===== src/pkg/dfesc_params.svh =====
// constants for the double fault escalation unit
`ifndef DFESC_PARAMS_SVH
`define DFESC_PARAMS_SVH

`define DFESC_VEC_DIVIDE      8'h00
`define DFESC_VEC_NMI         8'h02
`define DFESC_VEC_DF          8'h08
`define DFESC_VEC_CSO         8'h09
`define DFESC_VEC_BADTSS      8'h0A
`define DFESC_VEC_NOTPRES     8'h0B
`define DFESC_VEC_STACK       8'h0C
`define DFESC_VEC_GP          8'h0D
`define DFESC_VEC_PF          8'h0E
`define DFESC_DF_ERRCODE      32'h0000_0000
`define DFESC_SHUT_CYCLE_CODE 4'hA

`endif


===== src/pkg/dfesc_pkg.sv =====
// types for the double fault escalation unit
package dfesc_pkg;

    typedef enum logic [1:0] {
        DFESC_BENIGN,
        DFESC_CONTRIB,
        DFESC_PAGE
    } dfesc_class_t;

    // one exception event as offered by the core
    typedef struct packed {
        logic [7:0] vector;
        logic       prefetch;    // raised by instruction prefetch
        logic       soft_int;    // software interrupt instruction
        logic       ext_int;     // maskable external interrupt
        logic       fpu_operand; // fault in coprocessor operand transfer
        logic [31:0] err_code;
        logic       has_err;
    } dfesc_exc_t;

    // what the core must deliver next
    typedef struct packed {
        logic [7:0]  vector;
        logic [31:0] err_code;
        logic        has_err;
        logic        abort;
        logic        ip_undef;
    } dfesc_dispatch_t;

    typedef enum logic [1:0] {
        DFESC_WAKE_NONE,
        DFESC_WAKE_NMI,
        DFESC_WAKE_SMI,
        DFESC_WAKE_INIT
    } dfesc_wake_t;

endpackage


===== src/core/dfesc_sync.sv =====
// two flop synchroniser for pin inputs
`timescale 1ns/1ps
`default_nettype none

module dfesc_sync #(
    parameter int WIDTH = 1
) (
    input  wire logic             clk,
    input  wire logic             rst_n,
    input  wire logic [WIDTH-1:0] d,
    output logic      [WIDTH-1:0] q
);

    logic [WIDTH-1:0] meta_q;

    always_ff @(posedge clk or negedge rst_n) begin
        if (!rst_n) begin
            meta_q <= '0;
            q      <= '0;
        end else begin
            meta_q <= d;
            q      <= meta_q;
        end
    end

endmodule

`default_nettype wire


===== src/core/dfesc_unit.sv =====
// double fault escalation and shutdown control
`timescale 1ns/1ps
`default_nettype none
`include "dfesc_params.svh"


module dfesc_unit (
    input  wire logic                        clk,
    input  wire logic                        arst_n,
    input  wire logic                        exc_valid,
    input  wire dfesc_pkg::dfesc_exc_t       exc_in,
    input  wire logic                        deliver_busy,
    input  wire logic                        deliver_done,
    input  wire logic                        handler_state_bad,
    input  wire logic                        in_nmi_handler,
    input  wire logic                        system_mgmt_mode,
    input  wire logic                        nmi_pin,
    input  wire logic                        system_mgmt_interrupt,
    input  wire logic                        init_pin,
    input  wire logic                        addr_bit20_mask_input,
    output logic                             disp_valid,
    output dfesc_pkg::dfesc_dispatch_t       disp_out,
    output logic                             halted,
    output logic                             shut_cycle,
    output logic [3:0]                       shut_cycle_code,
    output logic                             need_reset,
    output logic                             wake_valid,
    output dfesc_pkg::dfesc_wake_t           wake_kind,
    output logic                             a20_mask_valid,
    output logic                             a20_mask_level
);

    // ------------------------------------------------------------
    // reset release and pin synchronisers
    // ------------------------------------------------------------
    logic       rst_meta_q;
    logic       rst_n_q;
    logic [3:0] pins_s;

    always_ff @(posedge clk or negedge arst_n) begin
        if (!arst_n) begin
            rst_meta_q <= 1'b0;
            rst_n_q    <= 1'b0;
        end else begin
            rst_meta_q <= 1'b1;
            rst_n_q    <= rst_meta_q;
        end
    end

    dfesc_sync #(.WIDTH(4)) u_sync (
        .clk   (clk),
        .rst_n (rst_n_q),
        .d     ({nmi_pin, system_mgmt_interrupt, init_pin,
                 addr_bit20_mask_input}),
        .q     (pins_s)
    );

    logic nmi_s;
    logic smi_s;
    logic init_s;
    logic a20_s;
    assign nmi_s  = pins_s[3];
    assign smi_s  = pins_s[2];
    assign init_s = pins_s[1];
    assign a20_s  = pins_s[0];

    // ------------------------------------------------------------
    // classification
    // ------------------------------------------------------------
    function automatic dfesc_pkg::dfesc_class_t classify(
        input dfesc_pkg::dfesc_exc_t e
    );
        classify = dfesc_pkg::DFESC_BENIGN;
        // interrupts never count, whatever vector they use
        if (!e.soft_int && !e.ext_int) begin
            case (e.vector)
                `DFESC_VEC_DIVIDE,
                `DFESC_VEC_BADTSS,
                `DFESC_VEC_NOTPRES,
                `DFESC_VEC_STACK,
                `DFESC_VEC_GP: classify = dfesc_pkg::DFESC_CONTRIB;
                `DFESC_VEC_PF: classify = dfesc_pkg::DFESC_PAGE;
                default:       classify = dfesc_pkg::DFESC_BENIGN;
            endcase
        end
    endfunction

    // retired vector 9 is folded into general protection
    function automatic dfesc_pkg::dfesc_exc_t remap(
        input dfesc_pkg::dfesc_exc_t e
    );
        remap = e;
        if (!e.soft_int && !e.ext_int &&
            (e.vector == `DFESC_VEC_CSO || e.fpu_operand)) begin
            remap.vector   = `DFESC_VEC_GP;
            remap.has_err  = 1'b1;
            remap.err_code = `DFESC_DF_ERRCODE;
        end
    endfunction

    function automatic logic escalates(
        input dfesc_pkg::dfesc_class_t first,
        input dfesc_pkg::dfesc_class_t second
    );
        escalates = 1'b0;
        case (first)
            dfesc_pkg::DFESC_CONTRIB:
                escalates = (second == dfesc_pkg::DFESC_CONTRIB);
            dfesc_pkg::DFESC_PAGE:
                escalates = (second != dfesc_pkg::DFESC_BENIGN);
            default:
                escalates = 1'b0;
        endcase
    endfunction

    // ------------------------------------------------------------
    // delivery tracking
    // ------------------------------------------------------------
    typedef enum logic [1:0] {
        ST_RUN,
        ST_SHUT,
        ST_LOCKED
    } dfesc_state_t;

    dfesc_state_t            state_q;
    logic                    df_active_q;
    dfesc_pkg::dfesc_class_t first_class_q;
    logic                    first_valid_q;

    dfesc_pkg::dfesc_exc_t   exc_m;
    dfesc_pkg::dfesc_class_t exc_class;
    logic                    nested;
    logic                    do_df;
    logic                    do_shut;
    logic                    do_lock;

    assign exc_m     = remap(exc_in);
    assign exc_class = classify(exc_m);
    // prefetch faults stay outside the escalation table
    assign nested    = exc_valid && deliver_busy && first_valid_q &&
                       !exc_m.prefetch;
    assign do_shut   = nested && df_active_q && state_q == ST_RUN;
    assign do_df     = nested && !df_active_q && state_q == ST_RUN &&
                       escalates(first_class_q, exc_class);
    assign do_lock   = do_df && handler_state_bad;

    // one bit remembers a double fault delivery is in flight
    always_ff @(posedge clk or negedge rst_n_q) begin
        if (!rst_n_q) begin
            df_active_q <= 1'b0;
        end else if (do_df && !do_lock) begin
            // a new escalation outranks the end of the old delivery
            df_active_q <= 1'b1;
        end else if (state_q != ST_RUN || deliver_done) begin
            df_active_q <= 1'b0;
        end
    end

    always_ff @(posedge clk or negedge rst_n_q) begin
        if (!rst_n_q) begin
            first_valid_q <= 1'b0;
            first_class_q <= dfesc_pkg::DFESC_BENIGN;
        end else if (state_q != ST_RUN) begin
            first_valid_q <= 1'b0;
        end else if (exc_valid && !do_shut) begin
            // the latest thing being delivered is the new first
            first_valid_q <= 1'b1;
            first_class_q <= do_df ? dfesc_pkg::DFESC_CONTRIB : exc_class;
        end else if (deliver_done) begin
            first_valid_q <= 1'b0;
        end
    end

    // ------------------------------------------------------------
    // dispatch output
    // ------------------------------------------------------------
    always_ff @(posedge clk or negedge rst_n_q) begin
        if (!rst_n_q) begin
            disp_valid <= 1'b0;
            disp_out   <= '0;
        end else begin
            disp_valid <= exc_valid && state_q == ST_RUN &&
                          !do_shut && !do_lock;
            if (do_df) begin
                disp_out.vector   <= `DFESC_VEC_DF;
                disp_out.err_code <= `DFESC_DF_ERRCODE;
                disp_out.has_err  <= 1'b1;
                disp_out.abort    <= 1'b1;
                disp_out.ip_undef <= 1'b1;
            end else if (exc_valid) begin
                disp_out.vector   <= exc_m.vector;
                disp_out.err_code <= exc_m.err_code;
                disp_out.has_err  <= exc_m.has_err;
                disp_out.abort    <= 1'b0;
                disp_out.ip_undef <= 1'b0;
            end
        end
    end

    // ------------------------------------------------------------
    // shutdown state
    // ------------------------------------------------------------
    logic reset_only_q;
    logic wake_any;

    assign wake_any = nmi_s || smi_s || init_s;

    always_ff @(posedge clk or negedge rst_n_q) begin
        if (!rst_n_q) begin
            state_q      <= ST_RUN;
            reset_only_q <= 1'b0;
        end else begin
            case (state_q)
                ST_RUN: begin
                    if (do_lock) begin
                        state_q <= ST_LOCKED;
                    end else if (do_shut) begin
                        state_q      <= ST_SHUT;
                        reset_only_q <= in_nmi_handler ||
                                        system_mgmt_mode;
                    end
                end
                ST_SHUT: begin
                    if (wake_any && !reset_only_q) begin
                        state_q <= ST_RUN;
                    end
                end
                ST_LOCKED: state_q <= ST_LOCKED;
                default:   state_q <= ST_RUN;
            endcase
        end
    end

    assign halted     = state_q != ST_RUN;
    assign need_reset = state_q == ST_LOCKED ||
                        (state_q == ST_SHUT && reset_only_q);

    // the platform sees a single cycle per entry
    always_ff @(posedge clk or negedge rst_n_q) begin
        if (!rst_n_q) begin
            shut_cycle      <= 1'b0;
            shut_cycle_code <= 4'h0;
        end else begin
            shut_cycle      <= do_shut && !do_lock;
            shut_cycle_code <= (do_shut && !do_lock) ?
                               `DFESC_SHUT_CYCLE_CODE : 4'h0;
        end
    end

    // ------------------------------------------------------------
    // wake report and held events
    // ------------------------------------------------------------
    logic wake_fire;
    logic a20_last_q;
    logic a20_pend_q;
    logic a20_hold_q;

    assign wake_fire = state_q == ST_SHUT && wake_any && !reset_only_q;

    always_ff @(posedge clk or negedge rst_n_q) begin
        if (!rst_n_q) begin
            wake_valid <= 1'b0;
            wake_kind  <= dfesc_pkg::DFESC_WAKE_NONE;
        end else begin
            wake_valid <= wake_fire;
            // init ranks above smi, smi above nmi
            if (wake_fire) begin
                wake_kind <= init_s ? dfesc_pkg::DFESC_WAKE_INIT :
                             smi_s  ? dfesc_pkg::DFESC_WAKE_SMI :
                                      dfesc_pkg::DFESC_WAKE_NMI;
            end
        end
    end

    // mask changes during shutdown are replayed two cycles after wake
    always_ff @(posedge clk or negedge rst_n_q) begin
        if (!rst_n_q) begin
            a20_last_q     <= 1'b0;
            a20_pend_q     <= 1'b0;
            a20_hold_q     <= 1'b0;
            a20_mask_valid <= 1'b0;
            a20_mask_level <= 1'b0;
        end else begin
            a20_last_q     <= a20_s;
            a20_mask_valid <= 1'b0;
            a20_hold_q     <= wake_fire;
            if (a20_s != a20_last_q && halted) begin
                a20_pend_q <= 1'b1;
            end else if (state_q == ST_RUN && !a20_hold_q &&
                         (a20_pend_q || a20_s != a20_last_q)) begin
                a20_pend_q     <= 1'b0;
                a20_mask_valid <= 1'b1;
                a20_mask_level <= a20_s;
            end
        end
    end

endmodule

`default_nettype wire


===== config.mk =====
export PLATFORM = sky130hd
export DESIGN_NAME = dfesc_unit
export DESIGN_NICKNAME = d
export VERILOG_FILES = /design/src/pkg/dfesc_pkg.sv /design/src/core/dfesc_sync.sv /design/src/core/dfesc_unit.sv
export VERILOG_INCLUDE_DIRS = /design/src /design/src/pkg
export SDC_FILE = /design/constraint.sdc
export NUM_CORES = 1
export LEC_CHECK = 0
export BUFFER_PORTS_ARGS = -buffer_cell sky130_fd_sc_hd__buf_2
export CAP_MARGIN = 40
export CORE_ASPECT_RATIO = 0.7
export CORE_MARGIN = 4
export CORE_UTILIZATION = 40
export DETAILED_ROUTE_END_ITERATION = 10
export GPL_TIMING_DRIVEN = 0
export PLACE_DENSITY = 0.67
export SETUP_SLACK_MARGIN = 0.4
export SYNTH_ARGS = -nofsm -noshare
export SYNTH_HDL_FRONTEND = slang
export SYNTH_SLANG_ARGS = --single-unit

===== constraint.sdc =====
create_clock -name clk -period 4.1 [get_ports clk]
set_clock_uncertainty 0.1 [all_clocks]
set_input_delay 0.205 -clock clk [delete_from_list [all_inputs] [get_ports clk]]
set_output_delay 0.205 -clock clk [all_outputs]
set_load 0.01 [all_outputs]

Word level (Yosys, flattened, before mapping)
Cells that the tools add are included.
{"block": "totals", "register_bits": 73, "in_bits": 57, "elab_cells": 116, "out_inout_bits": 56}
{"block": "op_classes", "muxes": 24, "n_reduce_logical": 52, "eq_ne": 14, "bitwise_logic": 3}
{"cell": "2-to-1 mux 43 bit", "count": 2}
{"cell": "equality test 8 x 4 -> 1 bit (second input constant)", "count": 6}
{"cell": "2-to-1 mux 33 bit", "count": 1}
{"cell": "logical AND 1 bit", "count": 24}
{"cell": "2-to-1 mux 2 bit", "count": 7}
{"cell": "nonzero test 2 bit", "count": 5}
{"cell": "2-to-1 mux 1 bit", "count": 9}
{"cell": "zero test 1 bit", "count": 8}
{"cell": "zero test 8 bit", "count": 1}
{"cell": "2-to-1 mux 8 bit", "count": 1}
{"cell": "logical OR 1 bit", "count": 7}
{"cell": "equality test 2 x 1 -> 1 bit (second input constant)", "count": 3}
{"cell": "one-hot mux 2 bit (3 select lines)", "count": 1}
{"cell": "AND reduction 2 bit", "count": 3}
{"cell": "OR reduction 5 bit", "count": 1}
{"cell": "equality test 2 bit (second input constant)", "count": 2}
{"cell": "2-to-1 mux 4 bit", "count": 1}
{"cell": "one-hot mux 2 bit (2 select lines)", "count": 1}
{"cell": "inequality test 3 bit (second input constant)", "count": 1}
{"cell": "NOT 1 bit", "count": 3}
{"cell": "AND reduction 3 bit", "count": 1}
{"cell": "nonzero test 3 bit", "count": 1}
{"cell": "zero test 2 bit", "count": 1}
{"cell": "inequality test 2 bit (second input constant)", "count": 1}
{"cell": "other kinds (2)", "count": 2}

Depth between registers and ports, before layout
Gate-level depths: netlist of the first run.
{"block": "logic_depth", "ltp_word": 15, "mapped_depth": 8}

Modules after synthesis
From an unflattened synthesis of the first run, not the netlist that was laid out.
{"block": "hier_totals", "hier_cells": 244, "hier_area_um2": 2822.7}
{"mod": "dfesc_unit", "cells_per_inst": 236, "n_inst": 1, "area_per_inst_um2": 2622.5}
{"mod": "dfesc_sync", "cells_per_inst": 8, "n_inst": 1, "area_per_inst_um2": 200.2}

Worst setup path after synthesis of the first run
OpenSTA, ideal clock, no wires.
{"block": "synth_timing", "path_type": "reg2reg", "from": "register state_q[0]", "to": "register disp_out[35] (netlist bit)", "slack_ns": 2.318, "period_less_slack_ns": 1.782, "required_time_ns": 3.880, "path_stages_with_launch": 7, "t_arrival_ns": 1.562, "path_buffers": 2, "cell_sequence": "dfrtp_1 > or3b_1 > nor4_2 > and3_1 > buf_4 > buf_6 > nor2_1"}
{"block": "synth_between", "elab_chain_len": 4}
{"element": "start: declaration", "line_no": "dfesc_unit.sv:125", "text": "dfesc_state_t state_q;"}
{"element": "start signal: assignment", "line_no": "dfesc_unit.sv:210", "text": "state_q <= ST_RUN;"}
{"element": "start signal: assignment", "line_no": "dfesc_unit.sv:216", "text": "state_q <= ST_LOCKED;"}
{"element": "start signal: assignment", "line_no": "dfesc_unit.sv:218", "text": "state_q <= ST_SHUT;"}
{"element": "zero test 2 bit *", "line_no": "dfesc_unit.sv:143", "text": "assign do_df = nested && !df_active_q && state_q == ST_RUN &&"}
{"element": "logical AND 1 bit * (2 in series)", "line_no": "dfesc_unit.sv:143"}
{"element": "2-to-1 mux 43 bit or nonzero test 2 bit (tied branches)"}
{"element": "end: declaration", "line_no": "dfesc_unit.sv:22", "text": "output dfesc_pkg::dfesc_dispatch_t disp_out,"}
Every way passes the cells marked *; elsewhere a longest branch is shown, timed or not.
A chain may end at the register's enable or synchronous reset.

Final worst setup path of the first run
{"block": "layout_timing", "from": "input exc_in[41] (netlist bit)", "to": "register disp_out[3] (netlist bit)"}
{"block": "layout_between", "elab_chain_len": 12}
{"element": "start: declaration", "line_no": "dfesc_unit.sv:11", "text": "input wire dfesc_pkg::dfesc_exc_t exc_in,"}
{"element": "equality test 8 x 4 -> 1 bit (no source line)"}
{"element": "logical OR 1 bit", "line_no": "dfesc_unit.sv:94", "text": "(e.vector == `DFESC_VEC_CSO || e.fpu_operand)) begin"}
{"element": "logical AND 1 bit", "line_no": "dfesc_unit.sv:93", "text": "if (!e.soft_int && !e.ext_int &&"}
{"element": "2-to-1 mux 8 bit", "line_no": "dfesc_unit.sv:93"}
{"element": "equality test 8 x 4 -> 1 bit or zero test 8 bit (tied branches)", "line_no": "dfesc_unit.sv:76", "text": "case (e.vector)"}
{"element": "OR reduction 5 bit", "line_no": "dfesc_unit.sv:76"}
{"element": "one-hot mux 2 bit (2 select lines)", "line_no": "dfesc_unit.sv:76"}
{"element": "2-to-1 mux 2 bit", "line_no": "dfesc_unit.sv:75", "text": "if (!e.soft_int && !e.ext_int) begin"}
{"element": "equality test 2 x 1 -> 1 bit or nonzero test 2 bit (tied branches)", "line_no": "dfesc_unit.sv:108, dfesc_unit.sv:110"}
{"element": "one-hot mux 1 bit (2 select lines)", "line_no": "dfesc_unit.sv:106", "text": "case (first)"}
{"element": "logical AND 1 bit", "line_no": "dfesc_unit.sv:143"}
{"element": "2-to-1 mux 43 bit or nonzero test 2 bit (tied branches)"}
Several ways; a longest one is shown, not always the timed one. The select of a mux whose other input is x is not followed.

==> reports/metrics.cfg, run 1 <==
[synth]
yosys_warnings = 0
netlist.area_leader.share = 0.576
ys_seq_area_frac = 0.576
synthArstFlopShare = 1.00
ys_types = 41
yosys_register_bits = 68
synth_edf_count = 0
avgSynthCellArea_sq_um = 10.3
synth-main-ff-cell = dfrtp_1
synth_area_leader_cell = dfrtp_1
synthCells = 287
synthesis.area_sq_um = 2960
synth.area.top_cells = dfrtp_1, a2bb2oi_1, nor2_1, nand2_1, buf_4

[floorplanning]
core_sq_um = 6980
die_y_um = 79.9
die_x_um = 111
fp.dieArea_sq_um = 8850
io_pins = 113
start_util = 0.424
row_count = 25

[cts]
postCtsSetupBuffers = 0
clk_pin_slew_ns = 0.08
cts_max_level = 3
clockBufferDepth = 2
clock-sinks = 68
cts_root_buf = clkbuf_8
insertion_delay_ns = 0.35
numCtsBuffers = 9
cts_tree = yes

[placement]
hpwl_um = 5410
place_area_sq_um = 3640
port_buffers = 107
place_congestion = 0.801

[timing]
setup_viol = 0
post-route-min-period_ns = 2.37
period_share = 0.577
hold_violations = 0
slew_headroom = 0.642
rsz0062_at_grt = false
slew_viol_final = 0
max_freq_mhz = 422
tightest_slew_ns = 0.537
finalSetupTns_ns = 0

[critical_path]
critical_path_arrival_ns = 2.51
critPathBufInv = 4
cp_slowest_cell = dlygate4sd3_1
cp_top_family = buffers and inverters
cp_max_fo = 10
worstSetupPathType = input pin to register
crit_top_cell = buf_2
max_stage_delay_ns = 0.53
critPathRequiredTime_ns = 4.25
startpoint_type = input pin
path_cells = dlygate4sd3_1 > buf_2 > nor4_4 > a31oi_1 > nor3_1 > buf_2 > buf_2 > a2bb2oi_1 > nor2_1
setup.worst_path.end_class = register

[status]
status = finished clean

[cells_and_area]
fin_area_sq_um = 3920
n_fill_cell = 632
drive_gt1_frac = 0.344
fin_util = 0.562
mostFrequentLayoutCells = buf_2, dfrtp_1, nor2_1
syn_to_final_growth_pct = 32.7
insertedDiodeCount = 0
final_common_cell = buf_2
nNetsFinal = 473

[global_routing]
gr-total-overflow = 0
antenna_found_initial = 0
first_global_vias = 2557
grt_max_degree = 40
grt_util_all_layers = 0.179
grt_pass1_wl_um = 12400

[power]
clkPwrFrac = 0.383
p_leak_nw = 2.03
swShare = 0.263
vdd_drop_max_uv = 163
combinationalPowerShare = 0.141
powerDensity_nw_per_um2 = 403
power.internal_mw = 1.17
seqPwrFrac = 0.476
switching_power_mw = 0.416

[route]
drt_iter0_markers = 93
vias = 2504
vias_per_cell = 4.88
first_pass_iters = 4
wire_per_inst_um = 14.6
drc_errors = 0
ant_nets = 0
routed_wl_um = 7500

[job]
cap_violations = 0

[min_path]
min_path_type = input pin to register

==> cell usage after synthesis, types with 3 or more instances <==
| cell | number |
|---|---|
| o2bb2ai_1 | 5 |
| a21o_1 | 3 |
| clkbuf_1 | 10 |
| nand2_1 | 46 |
| nand3_1 | 3 |
| nand3b_1 | 3 |
| a21oi_1 | 7 |
| a2bb2oi_1 | 31 |
| buf_4 | 7 |
| dfrtp_1 | 68 |
| inv_1 | 5 |
| o21ai_0 | 7 |
| nor3_1 | 9 |
| nor2_1 | 47 |
| buf_6 | 3 |
==> per-layer routing <==
metal	track usage	wire [um]
met1	0.245	3550
met2	0.265	3280
met3	0.0667	568
met4	0.0590	95
met5	0	0
==> cell type report <==
class	count	area, sq um	area share
Sequential cell	68	1710	0.435
Tap cell	94	118	0.0300
Clock buffer	9	124	0.0316
Buffer	24	144	0.0367
Clock inverter	7	91.3	0.0233
Inverter	5	18.8	0.00479
Timing Repair Buffer	115	626	0.160
Multi-Input combinational cell	191	1090	0.279
==> metrics by stage <==
step	power [mW]	hold WS (ns)	setup WS (ns)	cells
floorplan	0.881	-0.191	1.97	288
global placement	0.979	-0.109	1.16	489
detailed placement	0.987	-0.108	1.87	490
CTS	1.60	0.00595	2.06	512
global route	1.67	0.00842	1.54	513
finish	1.58	0.0201	1.73	513
==> power by group through the flow <==
| stage | clock [mW] | sequential, mW | combinational (mW) |
|---|---|---|---|
| floorplan | 0 | 0.787 | 0.0942 |
| global placement | 0 | 0.773 | 0.206 |
| detailed placement | 0 | 0.766 | 0.221 |
| CTS | 0.623 | 0.754 | 0.225 |
| global route | 0.656 | 0.761 | 0.249 |
| finish | 0.606 | 0.753 | 0.222 |
==> registers in the layout, indices dropped and copies added (netlist names), 2 cells and up <==
| register | cells |
|---|---|
| disp_out | 42 |
| wake_kind | 2 |
| u_sync.meta_q | 4 |
| u_sync.q | 4 |
| state_q | 2 |
| first_class_q | 2 |
==> path summary, 6_finish.rpt <==
check | from | cells after the start | end | slack, ns
worst max register to register | state_q[0]$_DFFE_PN0P_ | 6 | disp_out[9]$_DFFE_PN0P_ | 2.08
worst max-delay path | exc_in[41] | 9 | disp_out[3]$_DFFE_PN0P_ | 1.73
worst min-delay path | exc_in[42] | 3 | disp_out[40]$_DFFE_PN0P_ | 0.02
min in group asynchronous | arst_n | 2 | rst_n_q$_DFF_PN0_ | 0.05
worst min register to register | rst_n_q$_DFF_PN0_ | 0 | disp_out[39]$_DFFE_PN0P_ | 0.16
max in group asynchronous | rst_n_q$_DFF_PN0_ | 1 | wake_kind[1]$_DFFE_PN0P_ | 3.21
==> repair_timing <==
action                                 4_1_cts  5_1_grt
hold buffers                                 6        1
resized for setup                            0        0
endpoints found under the hold margin        7        1
==> cells by family (layout without fill, tap and decap cells) <==
kind of cell | count (synthesis) | count (layout) | synth area share
flops | 68 | 68 | 0.576
fa+ha+maj | 2 | 2 | 0.00847
compound gates | 63 | 63 | 0.166
xor+xnor | 1 | 1 | 0.00296
other cells | 2 | 3 | 0.00254
simple gates | 121 | 121 | 0.185
buf+inv | 29 | 160 | 0.0550
mux | 1 | 1 | 0.00381
==> worst register-to-register path, cell delays in order, from the launching register on <==
cell	delay (ns)
dfrtp_1	0.43
or3b_1	0.45
nor4_2	0.31
and3_1	0.23
buf_4	0.18
buf_6	0.16
nor2_1	0.05
No activity file was read; power rests on OpenSTA's default activity.
==> run 2: changes to the inputs <==
==> constraint.sdc (replaced) <==
create_clock -name clk -period 2.2 [get_ports clk]
set_clock_uncertainty 0.1 [all_clocks]
set_input_delay 0.11 -clock clk [delete_from_list [all_inputs] [get_ports clk]]
set_output_delay 0.11 -clock clk [all_outputs]
set_load 0.01 [all_outputs]
==> run 2 against run 1 <==
Against the previous run: flip-flop and latch count is the same; sequential share of layout area shrank 2.0 points; count of clock-buffer cells in the layout is the same; sequential power grew 86%; worst setup slack lost 1.3 ns.
==> reports/metrics.cfg, run 2 (synthesis results as in run 1) <==
[global_routing]
grt_max_degree = 65  ; +63%
grt_pass1_wl_um = 12800  ; +2.9%
first_global_vias = 2636  ; +3.1%
grt_util_all_layers = 0.181  ; +0.00166
gr-total-overflow = 0  ; unchanged
antenna_found_initial = 1  ; +1

[cts]
clockBufferDepth = 2  ; unchanged
insertion_delay_ns = 0.33  ; -0.02 ns
clk_pin_slew_ns = 0.07  ; about the same
cts_root_buf = clkbuf_8
cts_tree = yes
numCtsBuffers = 9  ; unchanged
clock-sinks = 68  ; unchanged
cts_max_level = 3  ; unchanged

[power]
total_power_mw = 2.95  ; +86%
switching_power_mw = 0.758  ; +82%
vdd_drop_max_uv = 338  ; +110%
clkPwrFrac = 0.373  ; -0.010
swShare = 0.257  ; -0.00602
power.internal_mw = 2.19  ; +88%
p_leak_nw = 2.10  ; +3.7%
seqPwrFrac = 0.474  ; -0.002
combinationalPowerShare = 0.153  ; +0.012
powerDensity_nw_per_um2 = 718  ; +78%

[critical_path]
cp_top_family = simple AND/OR/NAND/NOR gates
max_stage_delay_ns = 0.44  ; -0.09 ns
cp_max_fo = 10  ; unchanged
critPathBufInv = 2  ; -2
startpoint_type = register
endpoint = disp_out[35]$_DFFE_PN0P_
critPathRequiredTime_ns = 2.32  ; -1.93 ns
worstSetupPathType = register to register
cp_num_cells = 6  ; -3
r2r_slack_ns = 0.44  ; -1.64 ns
r2r_cells = 6  ; unchanged
cp_slowest_cell = or3b_4
setup.worst_path.end_class = register
startpoint = state_q[0]$_DFFE_PN0P_
path_cells = or3b_4 > nor4_4 > and3_1 > buf_6 > buf_8 > nor2_1
critical_path_arrival_ns = 1.89  ; -0.62 ns
reg2reg_from = state_q[0]$_DFFE_PN0P_
rr_endpoint = disp_out[35]$_DFFE_PN0P_

[floorplanning]
die_x_um = 111  ; unchanged
fp.dieArea_sq_um = 8850  ; unchanged
io_pins = 113  ; unchanged
core_sq_um = 6980  ; unchanged
row_count = 25  ; unchanged
die_y_um = 79.9  ; unchanged
start_util = 0.424  ; unchanged

[timing]
fin_hold_ws_ns = 0.0134  ; -0.00668 ns
post-route-min-period_ns = 1.76
finalSetupTns_ns = 0  ; unchanged
max_freq_mhz = 567
rsz0062_at_grt = true
slew_viol_final = 0  ; unchanged
slew_headroom = 0.638  ; -0.00477
tightest_slew_ns = 0.544  ; +0.00716 ns
hold_violations = 0  ; unchanged
period_share = 0.802
setup_viol = 0  ; unchanged
fin_ws_ns = 0.436  ; -1.30 ns

[cells_and_area]
nNetsFinal = 487  ; +3.0%
drive_gt1_frac = 0.358  ; +0.0143
final_common_cell = buf_2
regMostFlops = disp_out
insertedDiodeCount = 0  ; unchanged
fin_area_sq_um = 4110  ; +4.8%
largest_register_ffs = 42  ; unchanged
fin_cells = 527  ; +2.7%
fin_util = 0.589  ; +0.0269
syn_to_final_growth_pct = 39.0
mostFrequentLayoutCells = buf_2, dfrtp_1, nor2_1
reg.largest.list = disp_out x42, u_sync.meta_q x4, u_sync.q x4

[route]
first_pass_iters = 4  ; unchanged
wire_per_inst_um = 14.6  ; +0.12%
ant_nets = 0  ; unchanged
vias_per_cell = 4.97  ; +1.9%
drc_errors = 0  ; unchanged
drt_iter0_markers = 110  ; +18%
vias = 2621  ; +4.7%
routed_wl_um = 7710  ; +2.9%

[status]
status = finished clean

[min_path]
min_path_type = register to async pin

[placement]
post-place-cells = 490  ; unchanged
port_buffers = 107  ; unchanged
pre_cts_ws_ns = 0.0305  ; -1.84 ns
place_congestion = 0.854  ; +6.6%
hpwl_um = 5450  ; +0.71%
place_area_sq_um = 3640  ; +0.21%

[job]
cap_violations = 0  ; unchanged

-- run 2: cell types whose count changed in the layout (fill, tap and decap cells not counted), moves of 2 or more --
cell           change
buf_4              +4
nor3_2             +2
buf_6              -2
buf_8              +3
dlygate4sd3_1      +9
nor3_1             -2
-- run 2: layout make-up --
cell class,instances,area [sq um]
fill,633,2870
sequential,68,1710
multi-input combinational,191,1130
timing repair buffer,129,761
buffer,24,159
clock buffer,9,124
tap,94,118
clock inverter,7,91.3
inverter,5,18.8
-- run 2: how the worst min path moves through the flow --
stage                               end  cells past startpoint  slack (ns)
4_1_cts        disp_out[31]$_DFFE_PN0P_                      4        0.01
5_1_grt        disp_out[41]$_DFFE_PN0P_                      0        0.02
3_5_place_dp       rst_meta_q$_DFF_PN0_                      1       -0.20
6_report       disp_out[41]$_DFFE_PN0P_                      0        0.01
2_1_floorplan      rst_meta_q$_DFF_PN0_                      0       -0.29
3_3_place_gp       rst_meta_q$_DFF_PN0_                      1       -0.20
-- run 2: power groups by stage --
stage	Clock (mW)	Sequential, mW	Combinational (mW)
6_report	1.10	1.40	0.450
5_1_grt	1.19	1.41	0.501
4_1_cts	1.14	1.40	0.452
3_5_place_dp	0	1.42	0.425
3_3_place_gp	0	1.44	0.386
2_1_floorplan	0	1.47	0.176
-- run 2: layer usage --
layer	vias to the layer above	wire (um)	track usage
met1	1247	3540	0.239
met5	-	7	0
met2	96	3420	0.278
li1	1265	-	-
met4	2	82	0.0541
met3	11	659	0.0697
-- run 2: repair_timing --
action / in CTS / in global routing
buffers inserted: 4 / 1
pin swaps: 4 / 3
gates resized for setup: 6 / 5
hold endpoints to repair: 15 / 0
endpoints found under the setup margin: 37 / 45
hold buffers: 16 / 0
==> run 3: changes to the inputs <==
--- a/config.mk
+++ b/config.mk
@@ -6,6 +6,7 @@
 export SDC_FILE = /design/constraint.sdc
 export NUM_CORES = 1
 export LEC_CHECK = 0
+export ABC_AREA = 1
 export BUFFER_PORTS_ARGS = -buffer_cell sky130_fd_sc_hd__buf_2
 export CAP_MARGIN = 40
 export CORE_ASPECT_RATIO = 0.7
@@ -13,7 +14,7 @@
 export CORE_UTILIZATION = 40
 export DETAILED_ROUTE_END_ITERATION = 10
 export GPL_TIMING_DRIVEN = 0
-export PLACE_DENSITY = 0.67
+export PLACE_DENSITY = 0.7
 export SETUP_SLACK_MARGIN = 0.4
 export SYNTH_ARGS = -nofsm -noshare
 export SYNTH_HDL_FRONTEND = slang
==> constraint.sdc (replaced) <==
create_clock -name clk -period 1.5 [get_ports clk]
set_clock_uncertainty 0.1 [all_clocks]
set_input_delay 0.075 -clock clk [delete_from_list [all_inputs] [get_ports clk]]
set_output_delay 0.075 -clock clk [all_outputs]
set_load 0.01 [all_outputs]
==> run 3 against run 2 <==
Against the previous run: the flow now finishes with violations (negative setup slack); flip-flop and latch count unchanged; sequential power increased by 45%; synthesized area increased by 3.0%; critical path type unchanged.
==> reports/metrics.cfg, run 3 <==
[floorplanning]
io_pins = 113  ; unchanged
die_y_um = 81.0  ; +1.3%
fp.dieArea_sq_um = 9090  ; +2.8%
start_util = 0.414  ; -0.00962
core_sq_um = 7350  ; +5.4%
die_x_um = 112  ; +1.4%
row_count = 26  ; +4.0%

[cells_and_area]
largest_register_ffs = 42  ; unchanged
final_common_cell = buf_2
nNetsFinal = 576  ; +18%
drive_gt1_frac = 0.452  ; +0.0941
regMostFlops = disp_out
reg.largest.list = disp_out x42, u_sync.meta_q x4, u_sync.q x4
syn_to_final_growth_pct = 63.3
insertedDiodeCount = 0  ; unchanged
mostFrequentLayoutCells = buf_2, nand2_1, dfrtp_1

[synth]
synth-compound-area-share = 0.133  ; -0.0336
synth_area_leader_cell = dfrtp_1
synth_edf_count = 0  ; unchanged
yosysMostFrequentCell = nand2_1
synth.area.top_cells = dfrtp_1, nand2_1, a21oi_2, nand3_1, inv_1
synthXorXnorAreaFrac = 0.00288  ; -0.0000865
avgSynthCellArea_sq_um = 9.51  ; -7.6%
muxShareOfSynthArea = 0  ; -0.00381
yosys_register_bits = 68  ; unchanged
synthTopCellsByCount = nand2_1, dfrtp_1, nand3_1
ys_types = 36  ; -12%
ys_seq_area_frac = 0.559  ; -0.0168
synth-main-ff-cell = dfrtp_1
synthCells = 320  ; +11%
yosys_warnings = 0  ; unchanged
synth_simple_gate_area_frac = 0.206  ; +0.0213
synthesis.area_sq_um = 3040  ; +3.0%
synthArstFlopShare = 1.00  ; unchanged
synth_top_family_by_area = simple AND/OR/NAND/NOR gates
netlist.area_leader.share = 0.559  ; -0.0168
yosys.area_share.adder = 0.00822  ; -0.000247

[route]
ant_nets = 0  ; unchanged
vias_per_cell = 4.81  ; -3.2%
first_pass_iters = 4  ; unchanged
wire_per_inst_um = 14.7  ; +0.35%
vias = 2985  ; +14%
routed_wl_um = 9110  ; +18%
drc_errors = 0  ; unchanged
drt_iter0_markers = 157  ; +43%

[critical_path]
critPathBufInv = 3  ; +1
path_cells = inv_2 > ha_4 > nor4_4 > nand3_4 > clkinv_8 > buf_12 > nor2_1
critical_path_arrival_ns = 1.87  ; -0.02 ns
cp_top_family = simple AND/OR/NAND/NOR gates
critPathRequiredTime_ns = 1.62  ; -0.70 ns
worstSetupPathType = register to register
max_stage_delay_ns = 0.40  ; -0.04 ns
cp_max_fo = 10  ; unchanged
startpoint_type = register
setup.worst_path.end_class = register
cp_slowest_cell = dfrtp_1

[global_routing]
antenna_found_initial = 0  ; -1
first_global_vias = 3078  ; +17%
gr-total-overflow = 0  ; unchanged
grt_pass1_wl_um = 14700  ; +15%
grt_max_degree = 43  ; -34%
grt_util_all_layers = 0.207  ; +0.0258

[timing]
finalSetupTns_ns = -9.09  ; -9.09 ns
rsz0062_at_grt = true
fin_ws_ns = -0.242  ; -0.678 ns
hold_violations = 0  ; unchanged
max_freq_mhz = 574  ; +1.2%
slew_headroom = 0.634  ; -0.00365
setup_viol = 43  ; +43
period_share = 1.16  ; +0.360
tightest_slew_ns = 0.549  ; +0.00548 ns
post-route-min-period_ns = 1.74  ; -0.0217 ns
slew_viol_final = 0  ; unchanged
fin_hold_ws_ns = 0.0226  ; +0.00917 ns

[cts]
cts_tree = yes
clock-sinks = 68  ; unchanged
numCtsBuffers = 9  ; unchanged
insertion_delay_ns = 0.34  ; about the same
cts_max_level = 3  ; unchanged
cts_root_buf = clkbuf_8
clk_pin_slew_ns = 0.08  ; about the same
clockBufferDepth = 2  ; unchanged

[power]
vdd_drop_max_uv = 497  ; +47%
powerDensity_nw_per_um2 = 924  ; +29%
p_leak_nw = 2.47  ; +18%

[placement]
place_congestion = 0.813  ; -4.8%
hpwl_um = 5800  ; +6.5%
port_buffers = 110  ; +2.8%

[status]
violations = negative setup slack
status = finished, violations left

[job]
cap_violations = 0  ; unchanged

[min_path]
min_path_type = input pin to register

run 3: final timing paths:
kind,start,endpoint,slack (ns),depth (start not counted)
min in group asynchronous,rst_n_q$_DFF_PN0_,disp_out[42]$_DFFE_PN0P_,0.15,0
min reg2reg,rst_n_q$_DFF_PN0_,disp_out[42]$_DFFE_PN0P_,0.15,0
max,first_class_q[0]$_DFFE_PN0P_,disp_out[35]$_DFFE_PN0P_,-0.24,7
min,exc_valid,disp_out[10]$_DFFE_PN0P_,0.02,4
max in group asynchronous,rst_n_q$_DFF_PN0_,disp_out[37]$_DFFE_PN0P_,0.60,1
max reg2reg,first_class_q[0]$_DFFE_PN0P_,disp_out[35]$_DFFE_PN0P_,-0.24,7
run 3: kinds of logic after synthesis:
family                     count (synthesis)
adders and majority gates                  2
xor gates and xnor gates                   1
other                                      2
DFF                                       68
and+or+nand+nor                          141
buffers and inverters                     50
AOI/OAI and AO/OA                         56
run 3: layer usage:
metal  up-vias  routed length [um]  global-route usage
met1      1417                3910               0.261
met2       103                4420               0.345
met3        26                 483              0.0439
met4         0                 295              0.0960
li1       1439                   -                   -
met5         -                   0                   0
run 3: repair_timing:
action                                 4_1_cts  5_1_grt
endpoints found under the hold margin       49        0
buffers inserted                            16        9
pin swaps                                   11        7
hold buffers                                48        0
gates resized for setup                     41       18
setup endpoints to repair                   59       71
gates cloned                                 0        1
run 3: cell type report:
| class | count | area (sq um) |
|---|---|---|
| sequential | 68 | 1710 |
| clock inverter | 6 | 111 |
| clock buffer | 10 | 138 |
| buffer | 21 | 203 |
| timing repair buffer | 185 | 1330 |
| inverter | 29 | 126 |
| tap | 98 | 123 |
| multi-input combinational | 203 | 1240 |
| fill | 588 | 2380 |
run 3: worst reg2reg max path: stages (launching register included):
cell and delay [ns]:
dfrtp_1 0.40, inv_2 0.08, ha_4 0.21, nor4_4 0.35, nand3_4 0.18, clkinv_8 0.12
buf_12 0.14, nor2_1 0.05
run 3: metrics by stage:
stage,instance area (sq um),std cells,total power [mW],worst slack (ns),utilization
6_report,4970,620,4.59,-0.242,0.676
4_1_cts,4810,610,4.62,-0.246,0.655
2_1_floorplan,3110,321,2.36,-0.117,-
5_1_grt,4970,620,4.83,-0.331,0.676
3_3_place_gp,3790,529,2.60,-0.464,0.515
3_5_place_dp,3810,530,2.62,-0.476,0.518
run 3: power breakdown:
group / total (mW) / internal [mW] / leakage, nW / switching, mW
Sequential: 2.03 / 1.95 / 0.831 / 0.0788
Combinational: 0.697 / 0.352 / 1.52 / 0.345
Clock: 1.87 / 1.15 / 0.122 / 0.716
Total: 4.59 / 3.45 / 2.47 / 1.14
